==> config.mk <==
export PLATFORM = sky130hd
export DESIGN_NAME = cfbank_top
export DESIGN_NICKNAME = d
export VERILOG_FILES = /design/src/logic/cfbank_pkg.sv /design/src/logic/cfbank_edge.sv /design/src/logic/cfbank_cell.sv /design/src/logic/cfbank_top.sv
export SDC_FILE = /design/constraint.sdc
export NUM_CORES = 1
export LEC_CHECK = 0
export BUFFER_PORTS_ARGS = -buffer_cell sky130_fd_sc_hd__buf_2
export CORE_MARGIN = 3
export CORE_UTILIZATION = 49
export CTS_CLUSTER_DIAMETER = 50
export DETAILED_ROUTE_END_ITERATION = 10
export PLACE_DENSITY = 0.79
export SETUP_SLACK_MARGIN = 0.1
export SLEW_MARGIN = 20
export SYNTH_ARGS = -nofsm -noshare
export SYNTH_HDL_FRONTEND = slang
export SYNTH_SLANG_ARGS = --single-unit
==> constraint.sdc <==
create_clock -name SYS_CLK_IN -period 1.9 [get_ports SYS_CLK_IN]
set_input_delay 0.095 -clock SYS_CLK_IN [delete_from_list [all_inputs] [get_ports SYS_CLK_IN]]
set_output_delay 0.095 -clock SYS_CLK_IN [all_outputs]
set_load 0.02 [all_outputs]
==> src/logic/cfbank_pkg.sv <==
// constants, types and shared functions of the configurable flip-flop bank
package cfbank_pkg;

   localparam int NUM_BITS = 4;

   // clock and timing
   localparam int CLK_PERIOD_NS = 25;

   // register byte addresses
   localparam logic [7:0] ADDR_CFG    = 8'h00;
   localparam logic [7:0] ADDR_OUTSEL = 8'h04;
   localparam logic [7:0] ADDR_STATUS = 8'h08;

   // fields of the configuration register
   localparam int CFG_MS_BIT       = 0;
   localparam int CFG_CAP_INV_BIT  = 1;
   localparam int CFG_XFER_INV_BIT = 2;
   localparam int CFG_CLR_EN_BIT   = 3;
   localparam int CFG_PRE_EN_BIT   = 4;
   localparam int CFG_CLR_LOW_BIT  = 5;
   localparam int CFG_PRE_LOW_BIT  = 6;
   localparam int CFG_CODE_T_LSB   = 8;
   localparam int CFG_CODE_C_LSB   = 12;
   localparam int CFG_EQN_LSB      = 16;
   localparam logic [31:0] CFG_WMASK = 32'h0003_777F;
   localparam logic [31:0] CFG_RESET = 32'h0000_7700;

   // fields of the status register
   localparam int STS_TVAL_LSB = 0;
   localparam int STS_TUNK_LSB = 4;
   localparam int STS_CVAL_LSB = 8;
   localparam int STS_CUNK_LSB = 12;
   localparam int STS_ERR_BIT  = 16;

   localparam logic [NUM_BITS-1:0] OUTSEL_RESET = 4'h0;

   // both-active resolution codes
   localparam logic [2:0] CODE_L    = 3'h0;
   localparam logic [2:0] CODE_H    = 3'h1;
   localparam logic [2:0] CODE_N    = 3'h2;
   localparam logic [2:0] CODE_T    = 3'h3;
   localparam logic [2:0] CODE_X    = 3'h4;
   localparam logic [2:0] CODE_NONE = 3'h7;

   // next-value equation selection
   localparam logic [1:0] EQN_D   = 2'h0;
   localparam logic [1:0] EQN_JK  = 2'h1;
   localparam logic [1:0] EQN_DSC = 2'h2;

   typedef struct packed {
      logic unk;
      logic val;
   } cfbank_bit_s;

   localparam cfbank_bit_s BIT_ZERO = 2'h0;
   localparam cfbank_bit_s BIT_ONE  = 2'h1;
   localparam cfbank_bit_s BIT_UNK  = 2'h2;

   function automatic cfbank_bit_s bit_inv(input cfbank_bit_s b);
      bit_inv = '{unk: b.unk, val: b.unk ? 1'b0 : ~b.val};
   endfunction

   // output value while clear and preset are both active
   function automatic cfbank_bit_s resolve(input logic [2:0]  code,
                                           input cfbank_bit_s cur,
                                           input logic        entering);
      case (code)
         CODE_L:  resolve = BIT_ZERO;
         CODE_H:  resolve = BIT_ONE;
         CODE_N:  resolve = cur;
         CODE_T:  resolve = entering ? bit_inv(cur) : cur;
         default: resolve = BIT_UNK;
      endcase
   endfunction

   // next value; never reads the complement
   function automatic cfbank_bit_s next_value(input logic [1:0]  eqn,
                                              input logic        d,
                                              input logic        j,
                                              input logic        k,
                                              input logic        sclr,
                                              input cfbank_bit_s cur_true);
      case (eqn)
         EQN_JK:
         begin
            if (j && k)
               next_value = bit_inv(cur_true);
            else if (j)
               next_value = BIT_ONE;
            else if (k)
               next_value = BIT_ZERO;
            else
               next_value = cur_true;
         end
         EQN_DSC: next_value = '{unk: 1'b0, val: d & ~sclr};
         default: next_value = '{unk: 1'b0, val: d};
      endcase
   endfunction

endpackage

==> src/logic/cfbank_edge.sv <==
// edge detector for the capture and transfer clock expressions
`timescale 1ns/10ps
module cfbank_edge
(
   input  wire logic clk_in,
   input  wire logic rst_n_in,
   input  wire logic cap_clk_in,
   input  wire logic xfer_clk_in,
   input  wire logic cap_inv_in,
   input  wire logic xfer_inv_in,
   output logic      cap_edge_out,
   output logic      xfer_edge_out
);

   typedef struct packed {
      logic cap_prev;
      logic xfer_prev;
   } cfbank_edge_s;

   cfbank_edge_s st_q;
   cfbank_edge_s st_d;
   logic         cap_expr;
   logic         xfer_expr;

   always_comb
   begin
      // inverted expression turns a falling pin edge into the active one
      cap_expr       = cap_clk_in ^ cap_inv_in;
      xfer_expr      = xfer_clk_in ^ xfer_inv_in;
      st_d.cap_prev  = cap_expr;
      st_d.xfer_prev = xfer_expr;
      cap_edge_out   = cap_expr & ~st_q.cap_prev;
      xfer_edge_out  = xfer_expr & ~st_q.xfer_prev;
   end

   // prev starts high so that a high level at release is not taken as an edge
   always_ff @(posedge clk_in or negedge rst_n_in)
   begin
      if (!rst_n_in)
         st_q <= 2'h3;
      else
         st_q <= st_d;
   end

endmodule

==> src/logic/cfbank_cell.sv <==
// one storage bit: single-stage or master-slave with clear and preset
`timescale 1ns/10ps
module cfbank_cell
(
   input  wire logic                     clk_in,
   input  wire logic                     rst_n_in,
   input  wire logic                     ms_in,
   input  wire logic [2:0]               code_true_in,
   input  wire logic [2:0]               code_comp_in,
   input  wire logic                     cap_edge_in,
   input  wire logic                     xfer_edge_in,
   input  wire logic                     clr_in,
   input  wire logic                     pre_in,
   input  wire cfbank_pkg::cfbank_bit_s  nv_in,
   output cfbank_pkg::cfbank_bit_s       state_true_out,
   output cfbank_pkg::cfbank_bit_s       state_complement_out
);

   typedef struct packed {
      cfbank_pkg::cfbank_bit_s master_true;
      cfbank_pkg::cfbank_bit_s master_comp;
      cfbank_pkg::cfbank_bit_s slave_true;
      cfbank_pkg::cfbank_bit_s slave_comp;
      logic                    both_prev;
   } cfbank_cell_s;

   cfbank_cell_s st_q;
   cfbank_cell_s st_d;
   logic         both;
   logic         entering;

   always_comb
   begin
      st_d     = st_q;
      both     = clr_in & pre_in;
      entering = both & ~st_q.both_prev;
      st_d.both_prev = both;
      if (both)
      begin
         // toggle acts once on entry, then holds
         st_d.master_true = cfbank_pkg::resolve(code_true_in, st_q.slave_true,
                                                entering);
         st_d.master_comp = cfbank_pkg::resolve(code_comp_in, st_q.slave_comp,
                                                entering);
         st_d.slave_true  = st_d.master_true;
         st_d.slave_comp  = st_d.master_comp;
      end
      else if (clr_in)
      begin
         st_d.master_true = cfbank_pkg::BIT_ZERO;
         st_d.master_comp = cfbank_pkg::BIT_ONE;
         st_d.slave_true  = cfbank_pkg::BIT_ZERO;
         st_d.slave_comp  = cfbank_pkg::BIT_ONE;
      end
      else if (pre_in)
      begin
         st_d.master_true = cfbank_pkg::BIT_ONE;
         st_d.master_comp = cfbank_pkg::BIT_ZERO;
         st_d.slave_true  = cfbank_pkg::BIT_ONE;
         st_d.slave_comp  = cfbank_pkg::BIT_ZERO;
      end
      else
      begin
         if (cap_edge_in)
         begin
            st_d.master_true = nv_in;
            st_d.master_comp = cfbank_pkg::bit_inv(nv_in);
         end
         if (!ms_in)
         begin
            // single stage: no transfer clock, outputs follow the capture
            st_d.slave_true = st_d.master_true;
            st_d.slave_comp = st_d.master_comp;
         end
         else if (xfer_edge_in)
         begin
            st_d.slave_true = st_q.master_true;
            st_d.slave_comp = st_q.master_comp;
         end
      end
      state_true_out       = st_q.slave_true;
      state_complement_out = st_q.slave_comp;
   end

   always_ff @(posedge clk_in or negedge rst_n_in)
   begin
      if (!rst_n_in)
         st_q <= '{master_true: 2'h0, master_comp: 2'h1,
                   slave_true: 2'h0, slave_comp: 2'h1, both_prev: 1'b0};
      else
         st_q <= st_d;
   end

endmodule

==> src/logic/cfbank_top.sv <==
// multibit storage group with APB configuration and status
// Functional notes
// - With clear and preset idle a capture edge loads the next value and its inverse.
// - Clear alone gives true 0, complement 1, preset alone the reverse, with no clock.
// - With clear and preset both active each output takes its own resolution code.
// - Code L gives 0 and code H gives 1 while both stay active.
// - Code N holds, code T inverts with unknown kept, code X gives unknown.
// - A configuration needs a code if both controls exist and both controls if any code.
// - Any change of clear, preset or either clock re-evaluates the state.
// - A plain capture clock captures on rising edges, an inverted one on falling.
// - Single stage uses no transfer clock.
// - Master-slave: master loads on capture, slave copies master on transfer.
// - Clear, preset and resolution codes force master and slave alike.
// - The next value may use inputs and the true state, never the complement.
// - JK: both high toggles, J alone sets, K alone resets, both low holds.
// - Synchronous clear gates data with inverted clear, acting only on capture.
// - The bank holds identical bits sharing clock, clear and preset.
// - Each output bit comes from its own bit's true or complement state.
//
// The APB register port and the address map were decided locally.
`timescale 1ns/10ps
module cfbank_top
(
   input  wire logic                          SYS_CLK_IN,
   input  wire logic                          RST_N_IN,
   input  wire logic                          PSEL_IN,
   input  wire logic                          PENABLE_IN,
   input  wire logic                          PWRITE_IN,
   input  wire logic [7:0]                    PADDR_IN,
   input  wire logic [31:0]                   PWDATA_IN,
   output logic                               PREADY_OUT,
   output logic [31:0]                        PRDATA_OUT,
   output logic                               PSLVERR_OUT,
   input  wire logic                          CAP_CLK_IN,
   input  wire logic                          XFER_CLK_IN,
   input  wire logic                          CLEAR_IN,
   input  wire logic                          PRESET_IN,
   input  wire logic                          SYNC_CLEAR_IN,
   input  wire logic [cfbank_pkg::NUM_BITS-1:0] D_IN,
   input  wire logic [cfbank_pkg::NUM_BITS-1:0] J_IN,
   input  wire logic [cfbank_pkg::NUM_BITS-1:0] K_IN,
   output logic [cfbank_pkg::NUM_BITS-1:0]    Q_OUT,
   output logic [cfbank_pkg::NUM_BITS-1:0]    Q_UNKNOWN_OUT
);

   localparam int NB = cfbank_pkg::NUM_BITS;

   typedef struct packed {
      logic [31:0]   cfg;
      logic [NB-1:0] outsel;
      logic          cfg_err;
      logic          pready;
      logic [31:0]   prdata;
      logic          pslverr;
      logic [NB-1:0] q;
      logic [NB-1:0] q_unk;
   } cfbank_top_s;

   cfbank_top_s st_q;
   cfbank_top_s st_d;

   logic                    cap_edge;
   logic                    xfer_edge;
   logic                    clr_act;
   logic                    pre_act;
   logic                    setup;
   logic [31:0]             wcfg;
   logic [31:0]             status;
   cfbank_pkg::cfbank_bit_s state_true       [NB];
   cfbank_pkg::cfbank_bit_s state_complement [NB];
   cfbank_pkg::cfbank_bit_s nv               [NB];

   // true when a candidate configuration word is self-consistent
   function automatic logic cfg_ok(input logic [31:0] c);
      logic       both_exist;
      logic       some_code;
      logic [2:0] ct;
      logic [2:0] cc;
      ct         = c[cfbank_pkg::CFG_CODE_T_LSB +: 3];
      cc         = c[cfbank_pkg::CFG_CODE_C_LSB +: 3];
      both_exist = c[cfbank_pkg::CFG_CLR_EN_BIT] & c[cfbank_pkg::CFG_PRE_EN_BIT];
      some_code  = (ct != cfbank_pkg::CODE_NONE) || (cc != cfbank_pkg::CODE_NONE);
      cfg_ok     = (both_exist == some_code) && (c[cfbank_pkg::CFG_EQN_LSB +: 2] != 2'h3)
                   && (ct <= cfbank_pkg::CODE_X || ct == cfbank_pkg::CODE_NONE)
                   && (cc <= cfbank_pkg::CODE_X || cc == cfbank_pkg::CODE_NONE);
   endfunction

   // shared capture and transfer edges feed every bit
   cfbank_edge u_edge
   (
      .clk_in        (SYS_CLK_IN),
      .rst_n_in      (RST_N_IN),
      .cap_clk_in    (CAP_CLK_IN),
      .xfer_clk_in   (XFER_CLK_IN),
      .cap_inv_in    (st_q.cfg[cfbank_pkg::CFG_CAP_INV_BIT]),
      .xfer_inv_in   (st_q.cfg[cfbank_pkg::CFG_XFER_INV_BIT]),
      .cap_edge_out  (cap_edge),
      .xfer_edge_out (xfer_edge)
   );

   always_comb
   begin
      // a control that is not configured present is never active
      clr_act = st_q.cfg[cfbank_pkg::CFG_CLR_EN_BIT] &
                (CLEAR_IN ^ st_q.cfg[cfbank_pkg::CFG_CLR_LOW_BIT]);
      pre_act = st_q.cfg[cfbank_pkg::CFG_PRE_EN_BIT] &
                (PRESET_IN ^ st_q.cfg[cfbank_pkg::CFG_PRE_LOW_BIT]);
   end

   for (genvar i = 0; i < NB; i++)
   begin : g_bit
      always_comb
      begin
         nv[i] = cfbank_pkg::next_value(st_q.cfg[cfbank_pkg::CFG_EQN_LSB +: 2],
                                        D_IN[i], J_IN[i], K_IN[i], SYNC_CLEAR_IN,
                                        state_true[i]);
      end

      cfbank_cell u_cell
      (
         .clk_in               (SYS_CLK_IN),
         .rst_n_in             (RST_N_IN),
         .ms_in                (st_q.cfg[cfbank_pkg::CFG_MS_BIT]),
         .code_true_in         (st_q.cfg[cfbank_pkg::CFG_CODE_T_LSB +: 3]),
         .code_comp_in         (st_q.cfg[cfbank_pkg::CFG_CODE_C_LSB +: 3]),
         .cap_edge_in          (cap_edge),
         .xfer_edge_in         (xfer_edge),
         .clr_in               (clr_act),
         .pre_in               (pre_act),
         .nv_in                (nv[i]),
         .state_true_out       (state_true[i]),
         .state_complement_out (state_complement[i])
      );
   end

   always_comb
   begin
      status = 32'h0000_0000;
      for (int i = 0; i < NB; i++)
      begin
         status[cfbank_pkg::STS_TVAL_LSB + i] = state_true[i].val;
         status[cfbank_pkg::STS_TUNK_LSB + i] = state_true[i].unk;
         status[cfbank_pkg::STS_CVAL_LSB + i] = state_complement[i].val;
         status[cfbank_pkg::STS_CUNK_LSB + i] = state_complement[i].unk;
      end
      status[cfbank_pkg::STS_ERR_BIT] = st_q.cfg_err;
   end

   always_comb
   begin
      st_d  = st_q;
      setup = PSEL_IN & ~PENABLE_IN;
      wcfg  = PWDATA_IN & cfbank_pkg::CFG_WMASK;
      // fixed one-cycle answer, no wait states
      st_d.pready  = setup;
      st_d.pslverr = 1'b0;
      st_d.prdata  = 32'h0000_0000;
      if (setup)
      begin
         if (PADDR_IN == cfbank_pkg::ADDR_CFG)
            st_d.prdata = st_q.cfg;
         else if (PADDR_IN == cfbank_pkg::ADDR_OUTSEL)
            st_d.prdata = {{(32 - NB){1'b0}}, st_q.outsel};
         else if (PADDR_IN == cfbank_pkg::ADDR_STATUS)
            st_d.prdata = status;
         else
            st_d.pslverr = 1'b1;
         if (PWRITE_IN)
            st_d.prdata = 32'h0000_0000;
         if (PWRITE_IN && PADDR_IN == cfbank_pkg::ADDR_STATUS)
            st_d.pslverr = 1'b1;
      end
      // writes land only at the access edge
      if (PSEL_IN && PENABLE_IN && st_q.pready && PWRITE_IN)
      begin
         if (PADDR_IN == cfbank_pkg::ADDR_CFG)
         begin
            // a rejected word leaves the old setup running
            if (cfg_ok(wcfg))
            begin
               st_d.cfg     = wcfg;
               st_d.cfg_err = 1'b0;
            end
            else
               st_d.cfg_err = 1'b1;
         end
         else if (PADDR_IN == cfbank_pkg::ADDR_OUTSEL)
            st_d.outsel = PWDATA_IN[NB-1:0];
      end
      for (int i = 0; i < NB; i++)
      begin
         st_d.q[i]     = st_q.outsel[i] ? state_complement[i].val
                                        : state_true[i].val;
         st_d.q_unk[i] = st_q.outsel[i] ? state_complement[i].unk
                                        : state_true[i].unk;
      end
   end

   always_ff @(posedge SYS_CLK_IN or negedge RST_N_IN)
   begin
      if (!RST_N_IN)
         st_q <= '{cfg: cfbank_pkg::CFG_RESET, outsel: cfbank_pkg::OUTSEL_RESET,
                   cfg_err: 1'b0, pready: 1'b0, prdata: 32'h0000_0000,
                   pslverr: 1'b0, q: 4'h0, q_unk: 4'h0};
      else
         st_q <= st_d;
   end

   always_comb
   begin
      PREADY_OUT    = st_q.pready;
      PRDATA_OUT    = st_q.prdata;
      PSLVERR_OUT   = st_q.pslverr;
      Q_OUT         = st_q.q;
      Q_UNKNOWN_OUT = st_q.q_unk;
   end

endmodule

Word level (Yosys, flattened, before mapping)
Index checks and enable logic that the tools add are counted.

Register bits after elaboration: 97. Bits in latches: 0. RAM bits: 0. Memory bits (read-only): 0. Input port bits: 62. Output and inout bits: 42. Logic and storage cells: 202. Memories: 0.

Add/sub/neg operators: 0. Multiply operators: 0. Div/mod/pow operators: 0. Order comparisons: 2. Equality and inequality tests: 17. Shift operators: 0. Mux-type cells: 86. Bitwise logic cells: 34. Reduce and logical (&&, ||, !) cells: 20.

Operator list (number): 8-bit 2-to-1 mux (12); 32-bit 2-to-1 mux (2); 2-bit case mux with 4 select lines (8); 4-bit 2-to-1 mux (12); 17-bit 2-to-1 mux (2); 1-bit 2-to-1 mux (33); 33-bit 2-to-1 mux (1); 2-bit 2-to-1 mux (12); 1-bit inverter (18); 2-bit case mux with 2 select lines (4); 1-bit bitwise AND (12); 3-bit by 2-bit == test with 1-bit output, second input constant (4); 1-bit logical AND (11); 8-bit by 3-bit == test with 1-bit output, second input constant (1); 8-bit by 4-bit == test with 1-bit output, second input constant (1); 8-bit zero test (1); 3-bit by 1-bit == test with 1-bit output, second input constant (2); 3-bit == test, second input constant (2); 3-bit <= comparator, second input constant (2); 3-bit zero test (2); 3-bit != test, second input constant (2); 3-bit AND reduction (2); 5-bit by 1-bit != test with 1-bit output, second input constant (1); 1-bit bitwise XOR (4); 6 further kinds (8).

Logic depth before layout (Yosys ltp)
Gate-level depths: netlist of run 1.

Depth after elaboration: 11. Gate-level depth with buffers: 8. Gate-level depth less buffers: 8.

Modules after synthesis
Synthesis of run 1 repeated with hierarchy kept, for this count alone.

Cell total of the unflattened synthesis: 493. Area total of the unflattened synthesis: 5002.3 µm².

Modules (own cells, without submodules): cfbank_top (times used 1, cells an instance 219, area each 2507.4 µm², seq. area each 1208.7 µm²); cfbank_cell (times used 4, cells an instance 67, area each 601.8 µm², seq. area each 227.7 µm²); cfbank_edge (times used 1, cells an instance 6, area each 87.6 µm², seq. area each 52.6 µm²).

Worst setup path after synthesis of run 1
OpenSTA, ideal clock, no wires.

Path kind: register to register. From: reg st_q[63] in the netlist's numbering. To: reg g_bit[1].u_cell.st_q, in the netlist g_bit[1].u_cell.state_complement_out[0]. Library setup time: 102 ps. Arrival: 1838 ps. Required time: 1798 ps. Path slack: -40 ps. Stages on the path, launching flop included: 9. Path buffers: 0. Clock period less this slack: 1940 ps. Path through: dfrtp_1 > inv_1 > ha_1 > nor2b_1 > o21a_1 > a22o_1 > nor3_1 > a2111oi_0 > o221ai_1.

Word-level cells in the longest chain between the ends: 9. Elaborated cells between the ends (all ways): 10. Those cells by class: eq/ne (2); mux (7); bitwise (1).

RTL lines: start, declared (RTL line cfbank_top.sv:59) `cfbank_top_s st_q;`; start signal, assigned (RTL line cfbank_top.sv:202) `st_q <= '{cfg: cfbank_pkg::CFG_RESET, outsel: cfbank_pkg::OUTSEL_RESET,`; start signal, assigned (RTL line cfbank_top.sv:206) `st_q <= st_d;`; 2-bit == test or 2-bit by 1-bit == test with 1-bit output (tied branches) (RTL line cfbank_pkg.sv:83) `case (eqn)`; 2-bit case mux with 2 select lines * (RTL line cfbank_pkg.sv:83); 1-bit inverter (RTL line cfbank_pkg.sv:60) `bit_inv = '{unk: b.unk, val: b.unk ? 1'b0 : ~b.val};`; 1-bit 2-to-1 mux * (RTL line cfbank_pkg.sv:60); 4-bit 2-to-1 mux * (RTL line cfbank_cell.sv:64) `if (cap_edge_in)`; 4-bit 2-to-1 mux * (RTL line cfbank_cell.sv:69) `if (!ms_in)`; 8-bit 2-to-1 mux * (RTL line cfbank_cell.sv:55) `else if (pre_in)`; 8-bit 2-to-1 mux * (RTL line cfbank_cell.sv:48) `else if (clr_in)`; 8-bit 2-to-1 mux * (RTL line cfbank_cell.sv:38) `if (both)`; end signal, assigned (RTL line cfbank_cell.sv:88) `st_q <= '{master_true: 2'h0, master_comp: 2'h1,`; end signal, assigned (RTL line cfbank_cell.sv:91) `st_q <= st_d;`; end, declared (RTL line cfbank_cell.sv:27) `cfbank_cell_s st_q;`.

Every way passes the cells marked *; elsewhere a longest branch is shown, timed or not. A chain may end at the register's enable or synchronous reset.

Final worst setup path of run 1
From: reg st_q[53] in the netlist's numbering. To: reg g_bit[3].u_cell.st_q, in the netlist g_bit[3].u_cell.state_complement_out[0].

Word-level cells in the longest chain between the ends: 7. Elaborated cells between the ends (all ways): 10. Those cells by class: eq/ne (1); mux (5); bitwise (4).

RTL lines: 1-bit bitwise XOR * (RTL line cfbank_top.sv:107) `(PRESET_IN ^ st_q.cfg[cfbank_pkg::CFG_PRE_LOW_BIT]);`; 1-bit bitwise AND * (RTL line cfbank_top.sv:106) `pre_act = st_q.cfg[cfbank_pkg::CFG_PRE_EN_BIT] &`; 1-bit bitwise AND (RTL line cfbank_cell.sv:35) `both = clr_in & pre_in;`; 1-bit bitwise AND (RTL line cfbank_cell.sv:36) `entering = both & ~st_q.both_prev;`; 1-bit 2-to-1 mux (RTL line cfbank_pkg.sv:71) `CODE_T: resolve = entering ? bit_inv(cur) : cur;`; 2-bit case mux with 4 select lines (RTL line cfbank_pkg.sv:67) `case (code)`; 8-bit 2-to-1 mux (RTL line cfbank_cell.sv:38); end signal, assigned (RTL line cfbank_cell.sv:88); end signal, assigned (RTL line cfbank_cell.sv:91); end, declared (RTL line cfbank_cell.sv:27).

Marked as above.

==> results of run 1 <==
## power breakdown
group / leakage, nW / switching (mW) / internal, mW
registers: 1.07 / 0.0783 / 1.84
logic: 1.53 / 0.236 / 0.193
clock network: 0.0820 / 0.689 / 0.479
## layout by cell type (no fill, tap or decap), types with 6 or more instances in the layout
cell type and instances:
a22oi_1 10, buf_4 40, nor2b_1 8, dlygate4sd3_1 10, nand2_1 17, nor2_1 39
mux2i_1 12, dfstp_2 16, dfrtp_1 67, nand3_1 6, buf_2 71, o22ai_1 8
conb_1 14, o21ai_1 11, mux2_4 11, a22o_1 6, a21oi_1 23, clkbuf_8 9
o21a_1 7, mux2_2 14, a31oi_1 8, o21ai_0 10
## layout make-up
| cell class | count | area (sq um) | share of cell area (%) |
|---|---|---|---|
| clock buffer | 9 | 124 | 2.12 |
| clock inverter | 7 | 50.0 | 0.858 |
| multi-input combinational | 310 | 2490 | 42.7 |
| timing repair buffer | 131 | 917 | 15.7 |
| inverter | 6 | 22.5 | 0.386 |
| tap | 108 | 135 | 2.32 |
| sequential | 83 | 2100 | 35.9 |
## critical path: cells and delay by family (launching register included)
kind                      cells  cell delay [ns]
DFF                           1             0.42
xor gates and xnor gates      1             0.16
buffers and inverters         2             0.31
AOI/OAI and AO/OA             2             0.19
and+or+nand+nor               3             0.66
## sequential cells by signal (all words and copies together) (netlist names)
signal and count:
PSLVERR_OUT 1, g_bit.u_cell.state_complement_out 8, u_edge.st_q 2, g_bit.u_cell.state_true_out 8
st_q 20, PREADY_OUT 1, Q_UNKNOWN_OUT 4, Q_OUT 4
PRDATA_OUT 18, g_bit.u_cell.st_q 17
## metal layers
metal  vias up  wire length, um  GRT usage, %
li1       1756                -             -
met1      1924             5450          33.1
met2       238             6320          39.1
met3        39             1080          4.60
met4         0              346          8.68
met5         -                0             0
## metrics by stage
step / utilization [%] / instance area (sq um) / total power [mW] / setup TNS, ns / std cells
6_report: 65.6 / 5830 / 3.52 / 0 / 654
5_1_grt: 65.6 / 5830 / 3.65 / -0.0195 / 654
4_1_cts: 61.2 / 5440 / 3.48 / 0 / 647
3_5_place_dp: 56.2 / 5000 / 2.29 / -0.0461 / 617
3_3_place_gp: 56.2 / 5000 / 2.28 / 0 / 617
2_1_floorplan: - / 4640 / 2.16 / 0 / 468
## timing repair
action | 4_1_cts | 5_1_grt
cloned | 1 | 1
hold buffers | 11 | 0
pin swaps | 11 | 21
resized for setup | 28 | 81
setup endpoints to repair | 24 | 25
endpoints found under the hold margin | 39 | 0
setup buffers | 2 | 6
## how the worst min path moves through the flow
stage / end / cells after the start
floorplan: PRDATA_OUT[0] / 0
global placement: PRDATA_OUT[10] / 1
detailed placement: Q_UNKNOWN_OUT[2] / 1
CTS: st_q[63] / 3
global route: st_q[51] / 2
finish: st_q[63] / 3
## logic make-up after synthesis
logic type | count (synthesis) | synth area share (%)
adder cells (fa/ha/maj) | 2 | 0.546
other | 1 | 0.0818
flip-flops | 83 | 45.8
AND/OR/NAND/NOR | 123 | 13.7
buffers and inverters | 75 | 10.3
AO/OA/AOI/OAI | 119 | 17.4
multiplexers | 41 | 10.0
XOR/XNOR | 11 | 2.10
==> impl_metrics.json, run 1 <==
{
  "run_status": "finished, final reports clean",
  "top_level_ports": 104,
  "routabilityCongestion": 0.927,
  "gr-total-overflow": 0,
  "drt-wirelength-per-cell_um": 20.2,
  "worstSetupPathType": "reg2reg",
  "worstPathRequired_ns": 2.19,
  "drt_wl_total_um": 13200,
  "root_buffer": "clkbuf_8",
  "grt_pass1_vias": 3771,
  "min_path_type": "in2reg",
  "ir_worst_vdd_uv": 388,
  "fin_nets": 605,
  "r2r_slack_ns": 0.08,
  "synth_top_area_share_pct": 36.6,
  "startpoint_type": "flip-flop",
  "critPathMaxFanout": 4,
  "initial_core_util_pct": 51.5,
  "syn_area_per_cell_sq_um": 10.1,
  "fp.dieH_um": 103,
  "cts.sinks": 83,
  "yosysMostFrequentCell": "dfrtp_1",
  "syn_inst": 455,
  "synth_flop_cell": "dfrtp_1",
  "dpl.hpwl_um": 8980,
  "vias": 3957,
  "async_reset_ff_share_pct": 100,
  "grt_usage_pct": 24.4,
  "ys_top_cells_by_area": "dfrtp_1 37%, dfstp_2 9.2%, buf_4 7.0%",
  "drt_iter0_drc": 431,
  "period_share_pct": 95.6,
  "io_buffers": 72,
  "p_leak_nw": 2.68,
  "cts_tree": "built",
  "drv_slew": 0,
  "drv_cap": 0,
  "drive_gt1_share_pct": 44.7,
  "drt_first_pass_iters": 6,
  "ys_ff_latch": 83,
  "holdWs_ns": 0.00469,
  "critical_path.slowest_cell": "dfrtp_1",
  "crit_chain": "xor2_1 > buf_4 > and4_4 > nand3_2 > nor3_4 > o31ai_4 > buf_4 > a31oi_1",
  "syn-cell-area_sq_um": 4580,
  "grt_max_degree": 35,
  "die-area_sq_um": 10500,
  "hold_viol_final": 0,
  "drc": 0,
  "ys_types": 54,
  "cts_htree_levels": 3,
  "grt_first_pass_wirelength_um": 19600,
  "regToRegStartpoint": "st_q[53]",
  "cp_data_arrival_time_ns": 2.11,
  "ant_nets": 0,
  "r2r-end": "g_bit[3].u_cell.state_complement_out[0]",
  "fin_ws_ns": 0.0837,
  "clock.fmax_mhz": 551,
  "synth_edf_count": 0,
  "crit_top_cell": "buf_4",
  "vias_per_cell": 6.05,
  "max_stage_delay_ns": 0.42,
  "clkLatencyLatePin_ns": 0.36,
  "min-delay-start": "PWDATA_IN[16]",
  "fillCellCount": 674,
  "rsz0062_at_grt": "yes",
  "area_growth_pct": 27.3,
  "r2r_cells": 8,
  "endpoint": "g_bit[3].u_cell.state_complement_out[0]",
  "fin_crit_ns": 1.82,
  "synth_common_cells": "67 x dfrtp_1, 43 x buf_4, 41 x nor2_1",
  "crit_start": "st_q[53]",
  "powerDensity_nw_per_um2": 603,
  "path_clk_slew_ns": 0.09,
  "cts_buffers": 9,
  "yosysSeqAreaShare_pct": 45.8,
  "coreArea_sq_um": 8890,
  "synth_top_cell_by_area": "dfrtp_1",
  "setup_viol_count_final": 0,
  "antenna_cells": 0,
  "rows": 34,
  "ys_warn_count": 0,
  "cp-end-kind": "flip-flop",
  "dp_slack_ns": -0.0354,
  "die_x_um": 103,
  "antenna_found_initial": 0,
  "finalClockSkew_ns": 0.0146,
  "cts_buffer_depth": 2
}
No activity file was read; power rests on OpenSTA's default activity.
==> inputs of run 2 (changes only) <==
--- a/config.mk
+++ b/config.mk
@@ -11,6 +11,7 @@
 export CTS_CLUSTER_DIAMETER = 50
 export DETAILED_ROUTE_END_ITERATION = 10
 export PLACE_DENSITY = 0.79
+export RECOVER_POWER = 50
 export SETUP_SLACK_MARGIN = 0.1
 export SLEW_MARGIN = 20
 export SYNTH_ARGS = -nofsm -noshare
==> run 2 against run 1 <==
Net effect:
- first-iteration DRC count increased by 0.46%
- sequential share of layout area increased by 0.062 points
- count of clock-buffer cells in the layout unchanged
- non-clock buffer count unchanged
- total power decreased by 0.27%
- largest power group unchanged
- via count about the same
- register-to-register slack about the same
==> impl_metrics.json, run 2 (synthesized netlist as in run 1, its figures left out) <==
{
  "run_status": "finished, final reports clean",
  "antenna_cells": 0,
  "cts_htree_levels": 3,
  "die-area_sq_um": 10500,
  "routabilityCongestion": 0.927,
  "p_total_mw": 3.51,
  "drc": 0,
  "placed_area_sq_um": 5000,
  "cts.sinks": 83,
  "fin_nets": 605,
  "vias": 3956,
  "setup_viol_count_final": 0,
  "final_cell_mix": "67 x dfrtp_1, 67 x buf_2, 39 x nor2_1",
  "initial_core_util_pct": 51.5,
  "root_buffer": "clkbuf_8",
  "startpoint_type": "flip-flop",
  "worstHoldPathCells": 3,
  "fillCellCount": 679,
  "r2r-end": "g_bit[3].u_cell.state_complement_out[0]",
  "grt_max_degree": 35,
  "rsz0062_at_grt": "yes",
  "critPathMaxFanout": 4,
  "min_path_type": "in2reg",
  "vias_per_cell": 6.05,
  "drt_wl_total_um": 13200,
  "regToRegStartpoint": "st_q[53]",
  "fin_ws_ns": 0.0839,
  "powerDensity_nw_per_um2": 602,
  "hold_viol_final": 0,
  "crit_top_cell": "buf_4",
  "holdWs_ns": 0.00784,
  "gr-total-overflow": 0,
  "r2r_slack_ns": 0.08,
  "grt_first_pass_wirelength_um": 19600,
  "drt-wirelength-per-cell_um": 20.2,
  "r2r_cells": 8,
  "drv_cap": 0,
  "worstHoldEndpoint": "st_q[63]",
  "top_level_ports": 104,
  "grt_usage_pct": 24.4,
  "rows": 34,
  "clock.fmax_mhz": 551,
  "io_buffers": 72,
  "worstPathRequired_ns": 2.19,
  "min-delay-start": "PWDATA_IN[16]",
  "drive_gt1_share_pct": 44.0,
  "path_clk_slew_ns": 0.09,
  "dp_slack_ns": -0.0354,
  "p_leak_nw": 2.66,
  "crit_start": "st_q[53]",
  "cts_buffers": 9,
  "fp.dieH_um": 103,
  "cp_data_arrival_time_ns": 2.10,
  "drt_first_pass_iters": 5,
  "worst_slew_pin_slew_ns": 0.873,
  "finalClockSkew_ns": 0.0134,
  "coreArea_sq_um": 8890,
  "clkLatencyLatePin_ns": 0.36,
  "cts_tree": "built",
  "multi_input_area_sq_um": 2490,
  "antenna_found_initial": 0,
  "area_growth_pct": 27.1,
  "fin_crit_ns": 1.82,
  "critical_path.slowest_cell": "dfrtp_1",
  "crit_chain": "xor2_1 > buf_4 > and4_4 > nand3_2 > nor3_4 > o31ai_4 > buf_4 > a31oi_1",
  "cts_buffer_depth": 2,
  "ir_worst_vdd_uv": 387,
  "drt_iter0_drc": 433,
  "worstSetupPathType": "reg2reg",
  "period_share_pct": 95.6,
  "fin_area_sq_um": 5820,
  "regArea_sq_um": 2100,
  "dpl.hpwl_um": 8980,
  "largest_register": "st_q",
  "grt_pass1_vias": 3771,
  "max_stage_delay_ns": 0.42,
  "die_x_um": 103,
  "ant_nets": 0,
  "cp-end-kind": "flip-flop",
  "drv_slew": 0,
  "slew_headroom_pct": 41.8,
  "largest_reg_flops": 20
}
[run 2: changes by cell type in the layout (fill, tap and decap cells not counted)]
cell      previous run  this run
clkbuf_1             0         4
buf_2               71        67
buf_4               40        38
clkbuf_2             0         2
[run 2: worst max-delay path by stage]
stage	end	slack, ns	cells after the start
3_3_place_gp	g_bit[1].u_cell.state_complement_out[0]	0.02	8
5_1_grt	g_bit[1].u_cell.state_complement_out[0]	-0.02	8
2_1_floorplan	g_bit[1].u_cell.state_complement_out[0]	0.10	8
6_report	g_bit[3].u_cell.state_complement_out[0]	0.08	8
3_5_place_dp	g_bit[1].u_cell.state_complement_out[0]	-0.04	8
4_1_cts	g_bit[3].u_cell.state_true_out[1]	0.07	8
[run 2: power by group]
part | internal, mW | total [mW] | switching (mW)
combinational | 0.190 | 0.426 | 0.236
clock | 0.479 | 1.16 | 0.681
sequential | 1.84 | 1.92 | 0.0785
total | 2.51 | 3.51 | 0.996
[run 2: timing repair]
item,CTS,global route
setup endpoints to repair,24,25
hold endpoints to repair,39,0
pin swaps,11,21
hold buffers,11,0
gates cloned,1,1
buffers inserted,2,6
gates resized for setup,28,81
[run 2: final cells by class]
| cell class | count | share of cell area [%] |
|---|---|---|
| clock inverter | 7 | 0.859 |
| sequential | 83 | 36.0 |
| tap | 108 | 2.32 |
| clock buffer | 9 | 2.13 |
| multi-input combinational | 310 | 42.7 |
| inverter | 6 | 0.387 |
| timing repair buffer | 131 | 15.6 |
[run 2: critical path, delay by kind of cell, from the launching register on]
family	cells	cell delay [ns]
xor+xnor	1	0.16
compound gates	2	0.19
flops	1	0.42
simple gates	3	0.66
buf+inv	2	0.31
[run 2: layer usage]
metal	vias up	share of wire, %	GRT usage (%)
met5	-	0	0
met4	0	2.7	8.68
met3	40	8.2	4.60
met2	237	48	39.1
met1	1921	41	33.1
li1	1758	-	-
[run 2: metrics by stage]
step	TNS (ns)	util (%)	std cells
6_report	0	65.5	654
2_1_floorplan	0	-	468
4_1_cts	0	61.2	647
5_1_grt	-0.0195	65.5	654
3_3_place_gp	0	56.2	617
3_5_place_dp	-0.0461	56.2	617
